==> config.mk <==
export PLATFORM = sky130hd
export DESIGN_NAME = cgt_counter
export DESIGN_NICKNAME = d
export VERILOG_FILES = /design/src/shared/cgt_pkg.sv /design/src/rtl/cgt_edge_sync.sv /design/src/rtl/cgt_counter.sv
export VERILOG_INCLUDE_DIRS = /design/src /design/src/shared
export SDC_FILE = /design/constraint.sdc
export NUM_CORES = 1
export LEC_CHECK = 0
export BUFFER_PORTS_ARGS = -buffer_cell sky130_fd_sc_hd__buf_2
export CAP_MARGIN = 20
export CORE_UTILIZATION = 59
export CTS_BUF_LIST = sky130_fd_sc_hd__clkbuf_8
export CTS_CLUSTER_DIAMETER = 80
export DETAILED_ROUTE_END_ITERATION = 8
export PLACE_DENSITY_LB_ADDON = 0.08
export SYNTH_ARGS = -nofsm -noshare
export SYNTH_HDL_FRONTEND = slang
export SYNTH_SLANG_ARGS = --single-unit
==> constraint.sdc <==
create_clock -name clk_sys -period 2.3 [get_ports clk_sys]
set_clock_uncertainty 0.15 [all_clocks]
set_input_delay 0.46 -clock clk_sys [delete_from_list [all_inputs] [get_ports clk_sys]]
set_output_delay 0.46 -clock clk_sys [all_outputs]
set_load 0.01 [all_outputs]
==> src/shared/cgt_map.svh <==
// Constants for the counter channel timing core
`ifndef CGT_MAP_SVH
`define CGT_MAP_SVH
`define CGT_CNT_W 16
`define CGT_ZERO 16'h0000
`define CGT_ONE 16'h0001
`define CGT_TWO 16'h0002
`define CGT_BIN_TOP 16'hFFFF
`define CGT_BCD_TOP 16'h9999
`define CGT_BCD_NINE 4'h9
`define CGT_BCD_DIGITS 4
`define CGT_OUT_INIT 1'b1
`endif

==> src/shared/cgt_pkg.sv <==
// Types shared by the counter channel timing core
package cgt_pkg;
  typedef enum logic [2:0] {
    CGT_M0, CGT_M1, CGT_M2, CGT_M3, CGT_M4, CGT_M5
  } cgt_mode_t;
endpackage : cgt_pkg

==> src/rtl/cgt_edge_sync.sv <==
// Clock edge and gate trigger detector for the counter channel
`include "cgt_map.svh"
module cgt_edge_sync
  import cgt_pkg::*;
(
  // Clock and reset
  input wire logic clk_sys,
  input wire logic rst_n,
  // Raw inputs
  input wire logic cnt_clk,
  input wire logic gate_in,
  input wire logic arm_clr,
  // Events
  output logic cclk_rise,
  output logic cclk_fall,
  output logic gate_lvl,
  output logic trig_seen
);
  // --------------------------------------------------------------
  // State
  // --------------------------------------------------------------
  typedef struct packed {
    logic clk_d;   // Previous counter clock level
    logic gate_d;  // Previous gate level
    logic trig;    // Edge catch flip-flop
    logic lvl;     // Gate level captured at rising clock
    logic rise;    // Rising counter clock pulse
    logic fall;    // Falling counter clock pulse
    logic tsmp;    // Trigger sampled at rising clock
  } cgt_es_t;
  cgt_es_t s_reg, s_next;

  // Next state: inputs taken as synchronous, so no extra stages
  always_comb
  begin
    s_next = s_reg;
    s_next.clk_d = cnt_clk;
    s_next.gate_d = gate_in;
    s_next.rise = cnt_clk & ~s_reg.clk_d;
    s_next.fall = ~cnt_clk & s_reg.clk_d;
    s_next.tsmp = 1'b0;
    // Gate sampled on every rising counter clock edge
    if (cnt_clk & ~s_reg.clk_d)
    begin
      s_next.lvl = gate_in;
      s_next.tsmp = s_reg.trig | (gate_in & ~s_reg.gate_d);
      s_next.trig = 1'b0;
    end
    else if (gate_in & ~s_reg.gate_d)
      s_next.trig = 1'b1;
    // Mode write drops a pending or new trigger on the same edge, unless a rising clock samples it in that cycle
    if (arm_clr)
      s_next.trig = 1'b0;
  end

  // Register the state
  always_ff @(posedge clk_sys or negedge rst_n)
  begin
    if (!rst_n)
      s_reg <= '0;
    else
      s_reg <= s_next;
  end

  assign cclk_rise = s_reg.rise;
  assign cclk_fall = s_reg.fall;
  assign gate_lvl = s_reg.lvl;
  assign trig_seen = s_reg.tsmp;

  // Short trigger between clock edges is still reported
  a_trig_caught: assert property (
    @(posedge clk_sys) disable iff (!rst_n)
    (s_reg.trig && !arm_clr && cnt_clk && !s_reg.clk_d) |=> s_reg.tsmp)
    else $error("pending trigger not sampled");
  // Gate level latched on every rising counter clock
  a_gate_sample: assert property (
    @(posedge clk_sys) disable iff (!rst_n)
    (cnt_clk && !s_reg.clk_d) |=> (s_reg.lvl == $past(gate_in)))
    else $error("gate level not sampled at rising clock");
endmodule : cgt_edge_sync

==> src/rtl/cgt_counter.sv <==
// Counter channel core: mode setup, gating, load, decrement and wrap
// How it works
// - Mode write resets logic, output initialised now
// - Gate sampled every rising counter clock
// - Modes 0,2,3,4: gate level enables counting
// - Modes 1,2,3,5: gate edge sets trigger
// - Load and decrement only on falling clock
// - Zero count means 65536 or 10000
// - Modes 0,1,4,5 wrap to FFFF/9999
// - Modes 2,3 reload initial count automatically
// - Minimum count two in modes 2,3
`include "cgt_map.svh"
module cgt_counter
  import cgt_pkg::*;
#(
  parameter int CNT_W = `CGT_CNT_W
)
(
  // Clock and reset
  input wire logic clk_sys,
  input wire logic rst_n,
  // Mode setup strobe and fields
  input wire logic mode_wr,
  input wire logic [2:0] mode_sel,
  input wire logic bcd_sel,
  // Count write strobe and value
  input wire logic count_wr,
  input wire logic [CNT_W-1:0] count_val,
  // Counting inputs
  input wire logic cnt_clk,
  input wire logic gate_in,
  // Results
  output logic cnt_out,
  output logic [CNT_W-1:0] count_now,
  output logic count_err
);
  // --------------------------------------------------------------
  // Types and helpers
  // --------------------------------------------------------------
  typedef struct packed {
    cgt_mode_t mode;               // Active mode
    logic bcd;                     // Decimal coded counting
    logic [CNT_W-1:0] init;        // Programmed initial count
    logic [CNT_W-1:0] cnt;         // Counting element
    logic have_cnt;                // A count waits for loading
    logic run;                     // Element holds a live count
    logic armed;                   // Edge modes: trigger seen
    logic out;                     // Counter output
    logic err;                     // Illegal count written
  } cgt_st_t;
  cgt_st_t s_reg, s_next;

  // Kept out of the state struct: rsync_reg runs on the raw reset and drives rst_q_n, the rest come from u_es
  logic [1:0] rsync_reg; // Reset release stages
  logic rst_q_n;   // Released internal reset
  logic c_rise;    // Rising counter clock
  logic c_fall;    // Falling counter clock
  logic g_lvl;     // Gate level at last rising edge
  logic g_trig;    // Trigger caught at last rising edge

  // Decimal aware decrement; zero wraps to the top count
  function automatic logic [CNT_W-1:0] dec1(input logic [CNT_W-1:0] v,
                                            input logic bcd);
    logic [CNT_W-1:0] r;
    logic borrow;
    r = v;
    borrow = 1'b1;
    if (!bcd)
      r = v - `CGT_ONE;
    else
      for (int i = 0; i < `CGT_BCD_DIGITS; i++)
      begin
        if (borrow)
        begin
          if (v[i*4 +: 4] == 4'h0)
            r[i*4 +: 4] = `CGT_BCD_NINE;
          else
          begin
            r[i*4 +: 4] = v[i*4 +: 4] - 4'h1;
            borrow = 1'b0;
          end
        end
      end
    return r;
  endfunction : dec1

  // Level gated modes
  function automatic logic lvl_mode(input cgt_mode_t m);
    return (m == CGT_M0) || (m == CGT_M2) || (m == CGT_M3) ||
           (m == CGT_M4);
  endfunction : lvl_mode

  // Edge triggered modes
  function automatic logic edge_mode(input cgt_mode_t m);
    return (m == CGT_M1) || (m == CGT_M2) || (m == CGT_M3) ||
           (m == CGT_M5);
  endfunction : edge_mode

  // --------------------------------------------------------------
  // Edge and gate detection
  // --------------------------------------------------------------
  cgt_edge_sync u_es (
    .clk_sys(clk_sys),
    .rst_n(rst_q_n),
    .cnt_clk(cnt_clk),
    .gate_in(gate_in),
    .arm_clr(mode_wr),
    .cclk_rise(c_rise),
    .cclk_fall(c_fall),
    .gate_lvl(g_lvl),
    .trig_seen(g_trig)
  );

  // Reset release through two flip-flops
  always_ff @(posedge clk_sys or negedge rst_n)
  begin
    if (!rst_n)
      rsync_reg <= 2'h0;
    else
      rsync_reg <= {rsync_reg[0], 1'b1};
  end
  assign rst_q_n = rsync_reg[1];

  // --------------------------------------------------------------
  // Next state
  // --------------------------------------------------------------
  // Zero means full scale: the decrement from zero gives 65536 or
  // 10000 steps, so the element is loaded with the raw value.
  always_comb
  begin
    s_next = s_reg;
    // Trigger latch persists until a falling clock loads or reloads the count, or a mode write clears it
    if (c_rise && edge_mode(s_reg.mode) && g_trig)
      s_next.armed = 1'b1;
    // Modes 2,3: gate low forces output high at once
    if ((s_reg.mode == CGT_M2 || s_reg.mode == CGT_M3) && !gate_in)
      s_next.out = 1'b1;
    // Falling clock: only place the element changes
    if (c_fall)
    begin
      if (s_reg.have_cnt && (!edge_mode(s_reg.mode) || s_reg.armed ||
          s_reg.mode != CGT_M1 && s_reg.mode != CGT_M5))
      begin
        s_next.cnt = s_reg.init;
        s_next.have_cnt = 1'b0;
        s_next.run = 1'b1;
        s_next.armed = 1'b0;
      end
      else if (s_reg.armed && s_reg.run)
      begin
        s_next.cnt = s_reg.init;
        s_next.armed = 1'b0;
      end
      else if (s_reg.run &&
               (!lvl_mode(s_reg.mode) || g_lvl))
      begin
        if ((s_reg.mode == CGT_M2 || s_reg.mode == CGT_M3) &&
            s_reg.cnt == `CGT_ONE)
        begin
          s_next.cnt = s_reg.init;
          s_next.out = ~s_reg.out;
        end
        else
        begin
          s_next.cnt = dec1(s_reg.cnt, s_reg.bcd);
          if (dec1(s_reg.cnt, s_reg.bcd) == `CGT_ZERO &&
              s_reg.mode != CGT_M2 && s_reg.mode != CGT_M3)
            s_next.out = ~s_reg.out;
        end
      end
    end
    // Count write from host
    if (count_wr)
    begin
      s_next.init = count_val;
      s_next.have_cnt = 1'b1;
      s_next.err = ((s_reg.mode == CGT_M2 || s_reg.mode == CGT_M3) &&
                    count_val == `CGT_ONE);
    end
    // Mode write resets all control at once
    if (mode_wr)
    begin
      s_next.mode = cgt_mode_t'(mode_sel);
      s_next.bcd = bcd_sel;
      s_next.have_cnt = 1'b0;
      s_next.run = 1'b0;
      s_next.armed = 1'b0;
      s_next.err = 1'b0;
      s_next.out = `CGT_OUT_INIT;
    end
  end

  // Register the state
  always_ff @(posedge clk_sys or negedge rst_q_n)
  begin
    if (!rst_q_n)
    begin
      s_reg.mode <= CGT_M0;
      s_reg.bcd <= 1'b0;
      s_reg.init <= `CGT_ZERO;
      s_reg.cnt <= `CGT_ZERO;
      s_reg.have_cnt <= 1'b0;
      s_reg.run <= 1'b0;
      s_reg.armed <= 1'b0;
      s_reg.out <= `CGT_OUT_INIT;
      s_reg.err <= 1'b0;
    end
    else
    begin
      s_reg.mode <= s_next.mode;
      s_reg.bcd <= s_next.bcd;
      s_reg.init <= s_next.init;
      s_reg.cnt <= s_next.cnt;
      s_reg.have_cnt <= s_next.have_cnt;
      s_reg.run <= s_next.run;
      s_reg.armed <= s_next.armed;
      s_reg.out <= s_next.out;
      s_reg.err <= s_next.err;
    end
  end

  assign cnt_out = s_reg.out;
  assign count_now = s_reg.cnt;
  assign count_err = s_reg.err;

  // --------------------------------------------------------------
  // Checks
  // --------------------------------------------------------------
  a_mode_reset: assert property (
    @(posedge clk_sys) disable iff (!rst_q_n)
    mode_wr |=> (s_reg.out == `CGT_OUT_INIT && !s_reg.run))
    else $error("mode write did not reset channel");
  a_fall_only: assert property (
    @(posedge clk_sys) disable iff (!rst_q_n)
    !c_fall |=> $stable(s_reg.cnt))
    else $error("count changed off the falling clock");
  a_gate_hold: assert property (
    @(posedge clk_sys) disable iff (!rst_q_n)
    (c_fall && s_reg.run && !s_reg.have_cnt && !s_reg.armed &&
     s_reg.mode == CGT_M0 && !g_lvl) |=> $stable(s_reg.cnt))
    else $error("low gate did not hold count");
  a_bin_wrap: assert property (
    @(posedge clk_sys) disable iff (!rst_q_n)
    (c_fall && s_reg.run && !s_reg.have_cnt && !s_reg.armed &&
     s_reg.mode == CGT_M4 && !s_reg.bcd && g_lvl &&
     s_reg.cnt == `CGT_ZERO) |=> s_reg.cnt == `CGT_BIN_TOP)
    else $error("binary wrap wrong");
  a_bcd_wrap: assert property (
    @(posedge clk_sys) disable iff (!rst_q_n)
    (c_fall && s_reg.run && !s_reg.have_cnt && !s_reg.armed &&
     s_reg.mode == CGT_M4 && s_reg.bcd && g_lvl &&
     s_reg.cnt == `CGT_ZERO) |=> s_reg.cnt == `CGT_BCD_TOP)
    else $error("decimal wrap wrong");
  a_auto_reload: assert property (
    @(posedge clk_sys) disable iff (!rst_q_n)
    (c_fall && s_reg.run && !s_reg.have_cnt && !s_reg.armed && g_lvl &&
     s_reg.mode == CGT_M2 && s_reg.cnt == `CGT_ONE && !mode_wr)
    |=> s_reg.cnt == $past(s_reg.init))
    else $error("periodic reload missing");
  a_bad_count: assert property (
    @(posedge clk_sys) disable iff (!rst_q_n)
    (count_wr && !mode_wr && s_reg.mode == CGT_M3 &&
     count_val == `CGT_ONE) |=> s_reg.err)
    else $error("illegal count not flagged");
endmodule : cgt_counter

# Word level (Yosys, flattened, before mapping)
# Cells that the tools add are included.
# classes
n_addsub	5
n_eq_ne	11
n_mux	58
bitwise_logic	8
reduce_logical	40
# ops
op	count
$mux W16	10
$mux W1	38
$eq A16 B1 Y1 const B	2
$mux W4	8
$logic_not A16 Y1	1
$logic_not A4 Y1	4
$sub A16 B1 Y16 const B	1
$sub A4 B1 Y4 const B	4
$reduce_bool A3 Y1	4
$logic_and A1 B1 Y1	11
$logic_or A1 B1 Y1	10
$eq A3 B2 Y1 const B	2
$eq A3 B3 Y1 const B	2
$ne A3 B2 Y1 const B	2
$reduce_and A2 Y1	3
$reduce_bool A2 Y1	3
$mux W5	1
$not A1 Y1	4
$and A1 B1 Y1	3
$eq A3 B1 Y1 const B	1
$logic_not A1 Y1	3
$logic_not A3 Y1	1
$ne A3 B1 Y1 const B	1
$ne A3 B3 Y1 const B	1
2 further kinds	2
# word_totals
reg_bits	50
inputBits	26
output_inout_bits	18
word_cells	139

# Longest topological paths before layout
# Gate-level depths: netlist of the first run.
# depth
depth_word	43
ltp_mapped	10

# Hierarchy
# From an unflattened synthesis of the first run, not the netlist that was laid out.
# hier_totals
hier_cells	296
hier_area_um2	2824.0
# modules_own_cells
mod	n_inst	cells_per_inst	area_per_inst_um2
cgt_counter	1	281	2580.0
cgt_edge_sync	1	15	244.0

# Worst setup path after synthesis of the first run
# Ideal clock, no wire load.
# synth_path
path_type	register to register
from	reg s_reg, in the netlist count_now[2]
to	reg s_reg, in the netlist cnt_out
arrival_ns	2.302
path_slack_ns	-0.227
stages_incl_launch_ff	10
path_buffers	2
cell_sequence	dfrtp_1 -> buf_6 -> or4_1 -> buf_2 -> or3_4 -> o31a_1 -> o2111ai_1 -> nor3_1 -> a22oi_2 -> mux2i_1
# synth_rtl
item	line	source
from (decl)	cgt_counter.sv:51	cgt_st_t s_reg, s_next;

==> impl_summary.txt, run 1 <==
----------------------------------------------------
[Final layout]
  Leading cell types in the layout, fill and taps excluded ... sky130_fd_sc_hd__dfrtp_1, sky130_fd_sc_hd__buf_2, sky130_fd_sc_hd__buf_4
  Fraction of layout cells with a size suffix above 1 ... 0.4146
  Ant diodes ... 0
  Total of fill cells in the finished design ... 296
  Most frequent standard cell in the layout excluding fill and tap cells ... sky130_fd_sc_hd__dfrtp_1
  Post-synthesis to final-layout area growth ... 26.59%
  Number of nets in the finished design ... about 390
  Number of flip-flops under the largest register name ... 23

[Worst setup path]
  Startpoint types ... register
  Crit path capture type ... register
  Required @ worst endpoint ... 2400 ps
  Arrival @ worst endpoint ... 2590 ps
  Maximum fanout along the worst path ... 3
  Startpoint-to-endpoint class of the critical path ... register to register

[STA]
  RSZ-0062 raised after global routing ... yes
  Share of the cycle needed by the critical path after routing ... 1.083
  Time the final worst path needs with I/O delays and setup ... 2492 ps
  Worst rel slew slack ... 0.4818
  Post-route worst setup slack ... -191.6 ps
  Count of final setup violators ... 15
  Achievable frequency ... ~0.4 GHz
  Max Transition Viols Final ... 0
  Tightest Pin Transition ... ~780 ps
  Hold violation total from the final report ... 0
  Setup TNS Final ... -1201 ps

[Logic synthesis]
  Synthesized instance count ... around 300
  Proportion of synthesized chip area in sequential cells ... 0.4473
  Syn_area_per_cell ... 9.492 um2
  Post-synth EDFFs ... 0
  Count of synthesis-stage warnings from yosys ... 0
  Fraction of synthesis flops using an asynchronous set or reset pin ... 1.000
  Number of nets in the synthesized netlist ... around 320
  Count of state elements after synthesis ... 50
  Post-synthesis cell area ... ~2800 um2
  Most instantiated flip-flop cell in the synthesis netlist ... sky130_fd_sc_hd__dfrtp_1
  Synth cell types ... 54

[CTS]
  Clk_lat worst skew ... 310 ps
  Clock root cell ... sky130_fd_sc_hd__clkbuf_8
  # H-tree levels ... 2
  Clock tree from TritonCTS ... yes
  Maximum buffer depth of the clock tree ... 2
  Total clock buffers created by CTS ... 5
  Clock sinks ... 50
  Clock-pin transition on the worst setup and hold timing paths ... roughly 100 ps

[Power and ir drop]
  Switching Share ... 0.4140
  Share of power burned in registers ... 0.303
  Peak supply drop ... 0.4925 mV
  Clock share of power ... 0.161
  Leakage Power ... 1.590 nW
  Power density of the placed cells ... 1124 nW/um2
  Net switching power of the design ... around 1.7 mW
  Comb power frac ... 0.536
  Internal cell power ... 2.335 mW
  Total power ... 3.986 mW

[Global routing]
  All-layer global routing usage ... 0.2949
  Via count of the first global-routing pass ... 2,343
  Global-route wire length before repair ... about 11,000 um
  Initial antenna violation count ... 0
  Largest net degree at the start of global routing ... 36
  Remaining Overflow, GRT ... 0

[Flow run]
  Max-cap viol count ... 0

[Detailed routing]
  Post-detailed-route count of antenna-violating nets ... 0
  Length of the first detailed-routing pass in iterations ... 7
  Vias per std cell ... 6.171
  WL per Instance ... 17.84 um
  DRC violation total after the first TritonRoute iteration ... 215
  DR vias ... 2,524
  Total Routed Length ... ~7300 um
  DR DRC count ... 0

[Die]
  Die outline area ... 5025 um2
  Number of placement rows ... 24
  Starting density of the core ... 0.6301
  Top-level I/O count ... 44
  Chip Width ... 70.89 um
  DIE HEIGHT ... around 71 um
  Area of the placeable core ... about 4400 um2

[Placement]
  Final weighted congestion in routability-driven placement ... 0.8679
  Sum of net half-perimeters after detailed placement ... 4895 um
  I/O Buffers ... 43
  DP Worst Slack ... -90.85 ps

[Run status]
  Failing checks ... setup timing
  Run status ... finished, violations left

[Min path]
  Tightest Hold Check Type ... input pin to register

----------------------------------------------------
[power by group through the flow]
stage	clock [mW]	combinational [mW]	sequential (mW)
after floorplan	0	1.22	1.24
after global placement	0	1.74	1.21
after detailed placement	0	1.76	1.22
after CTS	0.647	1.85	1.20
after global routing	0.678	2.29	1.23
final	0.641	2.14	1.21
[what timing repair did]
item                                   4_1_cts  5_1_grt
hold buffers                                 1        0
gates cloned                                 0        2
pin swaps                                    2       11
endpoints found under the hold margin        2        0
resized for setup                            9       44
setup endpoints to repair                   12       15
buffers inserted                             3        3
[path summary, 6_finish.rpt]
check                             start            end  slack [ps]  cells past startpoint
min in group asynchronous  rsync_reg[1]       s_reg[2]         200                      0
hold reg to reg            rsync_reg[1]       s_reg[2]         200                      0
setup / recovery           count_now[7]        cnt_out        -190                      7
setup reg to reg           count_now[7]        cnt_out        -190                      7
hold / removal                  cnt_clk  u_es.s_reg[6]         140                      1
max in group asynchronous  rsync_reg[1]      s_reg[36]        1130                      1
[kinds of logic (layout without fill, tap and decap cells)]
group / Yosys count / after routing / share of synthesized area
AOI/OAI and AO/OA: 79 / 79 / 0.1778
xor gates and xnor gates: 3 / 3 / 0.009385
adders and majority gates: 3 / 3 / 0.01341
buffers and inverters: 43 / 105 / 0.08534
DFF: 50 / 50 / 0.4473
muxes: 25 / 25 / 0.09830
other: 1 / 1 / 0.001339
and+or+nand+nor: 91 / 91 / 0.1671
[synthesized netlist by cell type (all sizes together), types with 3 or more instances]
library cell	count	share of area
dfrtp	49	0.44
clkbuf	12	0.016
nor3	13	0.023
o21ai	24	0.044
nor4	6	0.013
inv	10	0.013
o22ai	3	0.0067
nor2b	7	0.016
o31a	3	0.0094
mux2	20	0.080
o31ai	3	0.0080
o211ai	4	0.011
ha	3	0.013
buf	21	0.056
mux2i	5	0.018
nor2	23	0.031
nand4	3	0.0067
nand2b	4	0.0089
or4	4	0.011
nand2	19	0.025
a21oi	23	0.041
[routing by layer]
metal	track usage	part of all wire
met4	0.09556	0.020
met1	0.4291	0.43
met2	0.4605	0.48
met5	0	0
met3	0.04274	0.068
[critical path, cell delays in order (launching register included)]
cell and delay, ps:
sky130_fd_sc_hd__dfrtp_1 390, sky130_fd_sc_hd__or4_4 560, sky130_fd_sc_hd__or3_4 440, sky130_fd_sc_hd__o31a_1 280, sky130_fd_sc_hd__o2111ai_2 90, sky130_fd_sc_hd__nor3_2 90, sky130_fd_sc_hd__a22oi_2 220, sky130_fd_sc_hd__mux2i_1 200
[per-stage QoR]
stage	instance area (um2)	utilization	std cells	hold slack (ps)
floorplan	2819	-	295	14.41
global placement	3177	0.7148	392	97.15
detailed placement	3177	0.7148	392	99.34
CTS	3359	0.7559	404	133.0
global route	3545	0.7976	409	141.0
finish	3545	0.7976	409	136.0
[final cells by class]
class	instances	area (um2)	share of cell area
multi-input cells	202	1461	0.4123
flip-flops and latches	50	1255	0.3540
repair buffers	87	613.1	0.1730
clock buffers	5	68.82	0.01941
well taps	52	65.06	0.01836
clock inverters	3	43.79	0.01235
inverters	10	37.54	0.01059
No activity file was read; power rests on OpenSTA's default activity.
==> inputs of run 2 (changes only) <==
SETUP_SLACK_MARGIN = 0.3   (was unset)
==> run 2 against run 1 <==
The run still ends with setup timing left. Total power decreased by 4.5%. Final cell count increased by 0.49%. Wire length increased by 0.74%. Sequential power about the same. Via count increased by 1.7%. Critical path depth unchanged. Worst setup slack improved by 67 ps. Non-clock buffer count increased by 2. Die area unchanged. Core utilization decreased by 1.4 points. Critical path type unchanged. Largest power group unchanged. Highest routed layer unchanged.
==> impl_summary.txt, run 2 (synthesized netlist as in run 1, its figures left out) <==
----------------------------------------------------
[CTS]
  Maximum buffer depth of the clock tree ... 2
  Clk_lat worst skew ... 310 ps
  Total clock buffers created by CTS ... 5
  # H-tree levels ... 2
  Clock tree from TritonCTS ... yes
  Clock-pin transition on the worst setup and hold timing paths ... 100 ps
  Clock sinks ... 50
  Clock root cell ... sky130_fd_sc_hd__clkbuf_8

[Global routing]
  Largest net degree at the start of global routing ... 34
  Initial antenna violation count ... 0
  Global-route wire length before repair ... 11,660 um
  All-layer global routing usage ... 0.3056
  Via count of the first global-routing pass ... 2,413
  Remaining Overflow, GRT ... 0

[Die]
  Number of placement rows ... 24
  Top-level I/O count ... 44
  Chip Width ... 70.89 um
  Starting density of the core ... 0.6301
  DIE HEIGHT ... around 71 um
  Area of the placeable core ... 4444 um2
  Die outline area ... 5025 um2

[STA]
  Worst rel slew slack ... 0.5055
  Share of the cycle needed by the critical path after routing ... 1.054
  Post-route worst setup slack ... -124.5 ps
  Max Transition Viols Final ... 0
  RSZ-0062 raised after global routing ... yes
  Setup TNS Final ... -1229 ps
  Count of final setup violators ... 17
  Tightest Pin Transition ... between 700 and 800 ps
  Hold violation total from the final report ... 0
  Time the final worst path needs with I/O delays and setup ... 2424 ps
  Achievable frequency ... 0.4125 GHz

[Detailed routing]
  Vias per std cell ... between 6 and 7
  DR vias ... approximately 2,600
  Post-detailed-route count of antenna-violating nets ... 0
  Total Routed Length ... between 7000 and 8000 um
  DRC violation total after the first TritonRoute iteration ... 208
  DR DRC count ... 0
  WL per Instance ... around 18 um
  Length of the first detailed-routing pass in iterations ... 8

[Final layout]
  Final core area utilization ... 0.7835
  Leading cell types in the layout, fill and taps excluded ... sky130_fd_sc_hd__dfrtp_1, sky130_fd_sc_hd__buf_2, sky130_fd_sc_hd__buf_4
  Total of fill cells in the finished design ... 305
  Post-synthesis to final-layout area growth ... 24.35%
  Most frequent standard cell in the layout excluding fill and tap cells ... sky130_fd_sc_hd__dfrtp_1
  Number of nets in the finished design ... 387
  Ant diodes ... 0
  Fraction of layout cells with a size suffix above 1 ... 0.3788
  Number of flip-flops under the largest register name ... 23

[Min path]
  Hold depth ... 1
  Tightest Hold Check Type ... input pin to register

[Power and ir drop]
  Power density of the placed cells ... 1093 nW/um2
  Leakage Power ... ~1.6 nW
  Peak supply drop ... 0.5464 mV

[Worst setup path]
  Required @ worst endpoint ... about 2400 ps
  Crit path capture type ... register
  Maximum fanout along the worst path ... 6
  Startpoint-to-endpoint class of the critical path ... register to register
  Arrival @ worst endpoint ... about 2500 ps
  Startpoint types ... register
  Depth of the worst register-to-register path ... 7

[Run status]
  Run status ... finished, violations left
  Failing checks ... setup timing

[Placement]
  I/O Buffers ... 43
  Final weighted congestion in routability-driven placement ... 0.8653
  DP Worst Slack ... -99.91 ps
  Sum of net half-perimeters after detailed placement ... between 4000 and 5000 um

[Flow run]
  Max-cap viol count ... 0

----------------------------------------------------
## run 2: changes by cell type in the layout (fill, tap and decap cells not counted), moves of 2 or more
cell,previous run,this run
sky130_fd_sc_hd__buf_6,6,9
sky130_fd_sc_hd__o21ai_1,16,14
sky130_fd_sc_hd__nor3_1,9,12
sky130_fd_sc_hd__nor2_2,3,1
sky130_fd_sc_hd__nor2_4,3,1
sky130_fd_sc_hd__a211oi_1,0,2
sky130_fd_sc_hd__a211oi_2,2,0
sky130_fd_sc_hd__o21ai_0,7,9
sky130_fd_sc_hd__nor2_1,17,21
sky130_fd_sc_hd__nor3_2,4,1
## run 2: per-layer routing
| layer | wire [um] | GRT usage | part of all wire | vias to the layer above |
|---|---|---|---|---|
| li1 | - | - | - | 1173 |
| met5 | 0 | 0 | 0 | - |
| met1 | 3131 | 0.4217 | 0.43 | 1220 |
| met2 | 3474 | 0.5011 | 0.47 | 148 |
| met3 | 538 | 0.04558 | 0.073 | 25 |
| met4 | 208 | 0.1000 | 0.028 | 0 |
## run 2: worst max-delay path: stages (launching register included)
cell and delay (ps):
sky130_fd_sc_hd__dfrtp_1 390, sky130_fd_sc_hd__or4_4 560, sky130_fd_sc_hd__or3_4 420, sky130_fd_sc_hd__o21ai_4 220, sky130_fd_sc_hd__buf_6 170, sky130_fd_sc_hd__buf_12 120
sky130_fd_sc_hd__mux2i_1 210, sky130_fd_sc_hd__o21ai_1 80
## run 2: per-stage QoR
step	cell area (um2)	std cells	power, mW	hold slack (ps)
2_1_floorplan	2819	295	2.455	14.41
3_3_place_gp	3177	392	2.954	97.49
3_5_place_dp	3177	392	2.997	97.37
4_1_cts	3427	407	3.675	129.3
5_1_grt	3482	411	4.009	121.5
6_report	3482	411	3.806	134.2
## run 2: path summary, 6_finish.rpt
kind	startpoint	endpoint	slack, ps
max	count_now[7]	count_now[13]	-120
min	cnt_clk	u_es.s_reg[6]	130
min in group asynchronous	rsync_reg[1]	s_reg[4]	190
max in group asynchronous	rsync_reg[1]	s_reg[27]	1110
max reg2reg	count_now[7]	count_now[13]	-120
min reg2reg	rsync_reg[1]	s_reg[4]	190
## run 2: timing repair
item,CTS,global route
hold buffers,1,0
setup buffers,4,3
pin swaps,10,9
gates resized for setup,30,8
endpoints found under the setup margin,17,17
endpoints found under the hold margin,2,0
gates cloned,2,1
## run 2: report_power, final
part | internal, mW | total [mW] | leakage [nW] | switching, mW
Clock | 0.226 | 0.548 | 0.0467 | 0.322
Combinational | 0.927 | 2.05 | 0.927 | 1.12
Sequential | 1.06 | 1.21 | 0.611 | 0.152
## run 2: final cells by class
| class | instances | area, um2 | area share |
|---|---|---|---|
| multi-input cells | 202 | 1386 | 0.3981 |
| flip-flops and latches | 50 | 1255 | 0.3604 |
| repair buffers | 89 | 641.9 | 0.1843 |
| clock buffers | 5 | 68.82 | 0.01976 |
| well taps | 52 | 65.06 | 0.01868 |
| inverters | 10 | 37.54 | 0.01078 |
| clock inverters | 3 | 27.53 | 0.007905 |
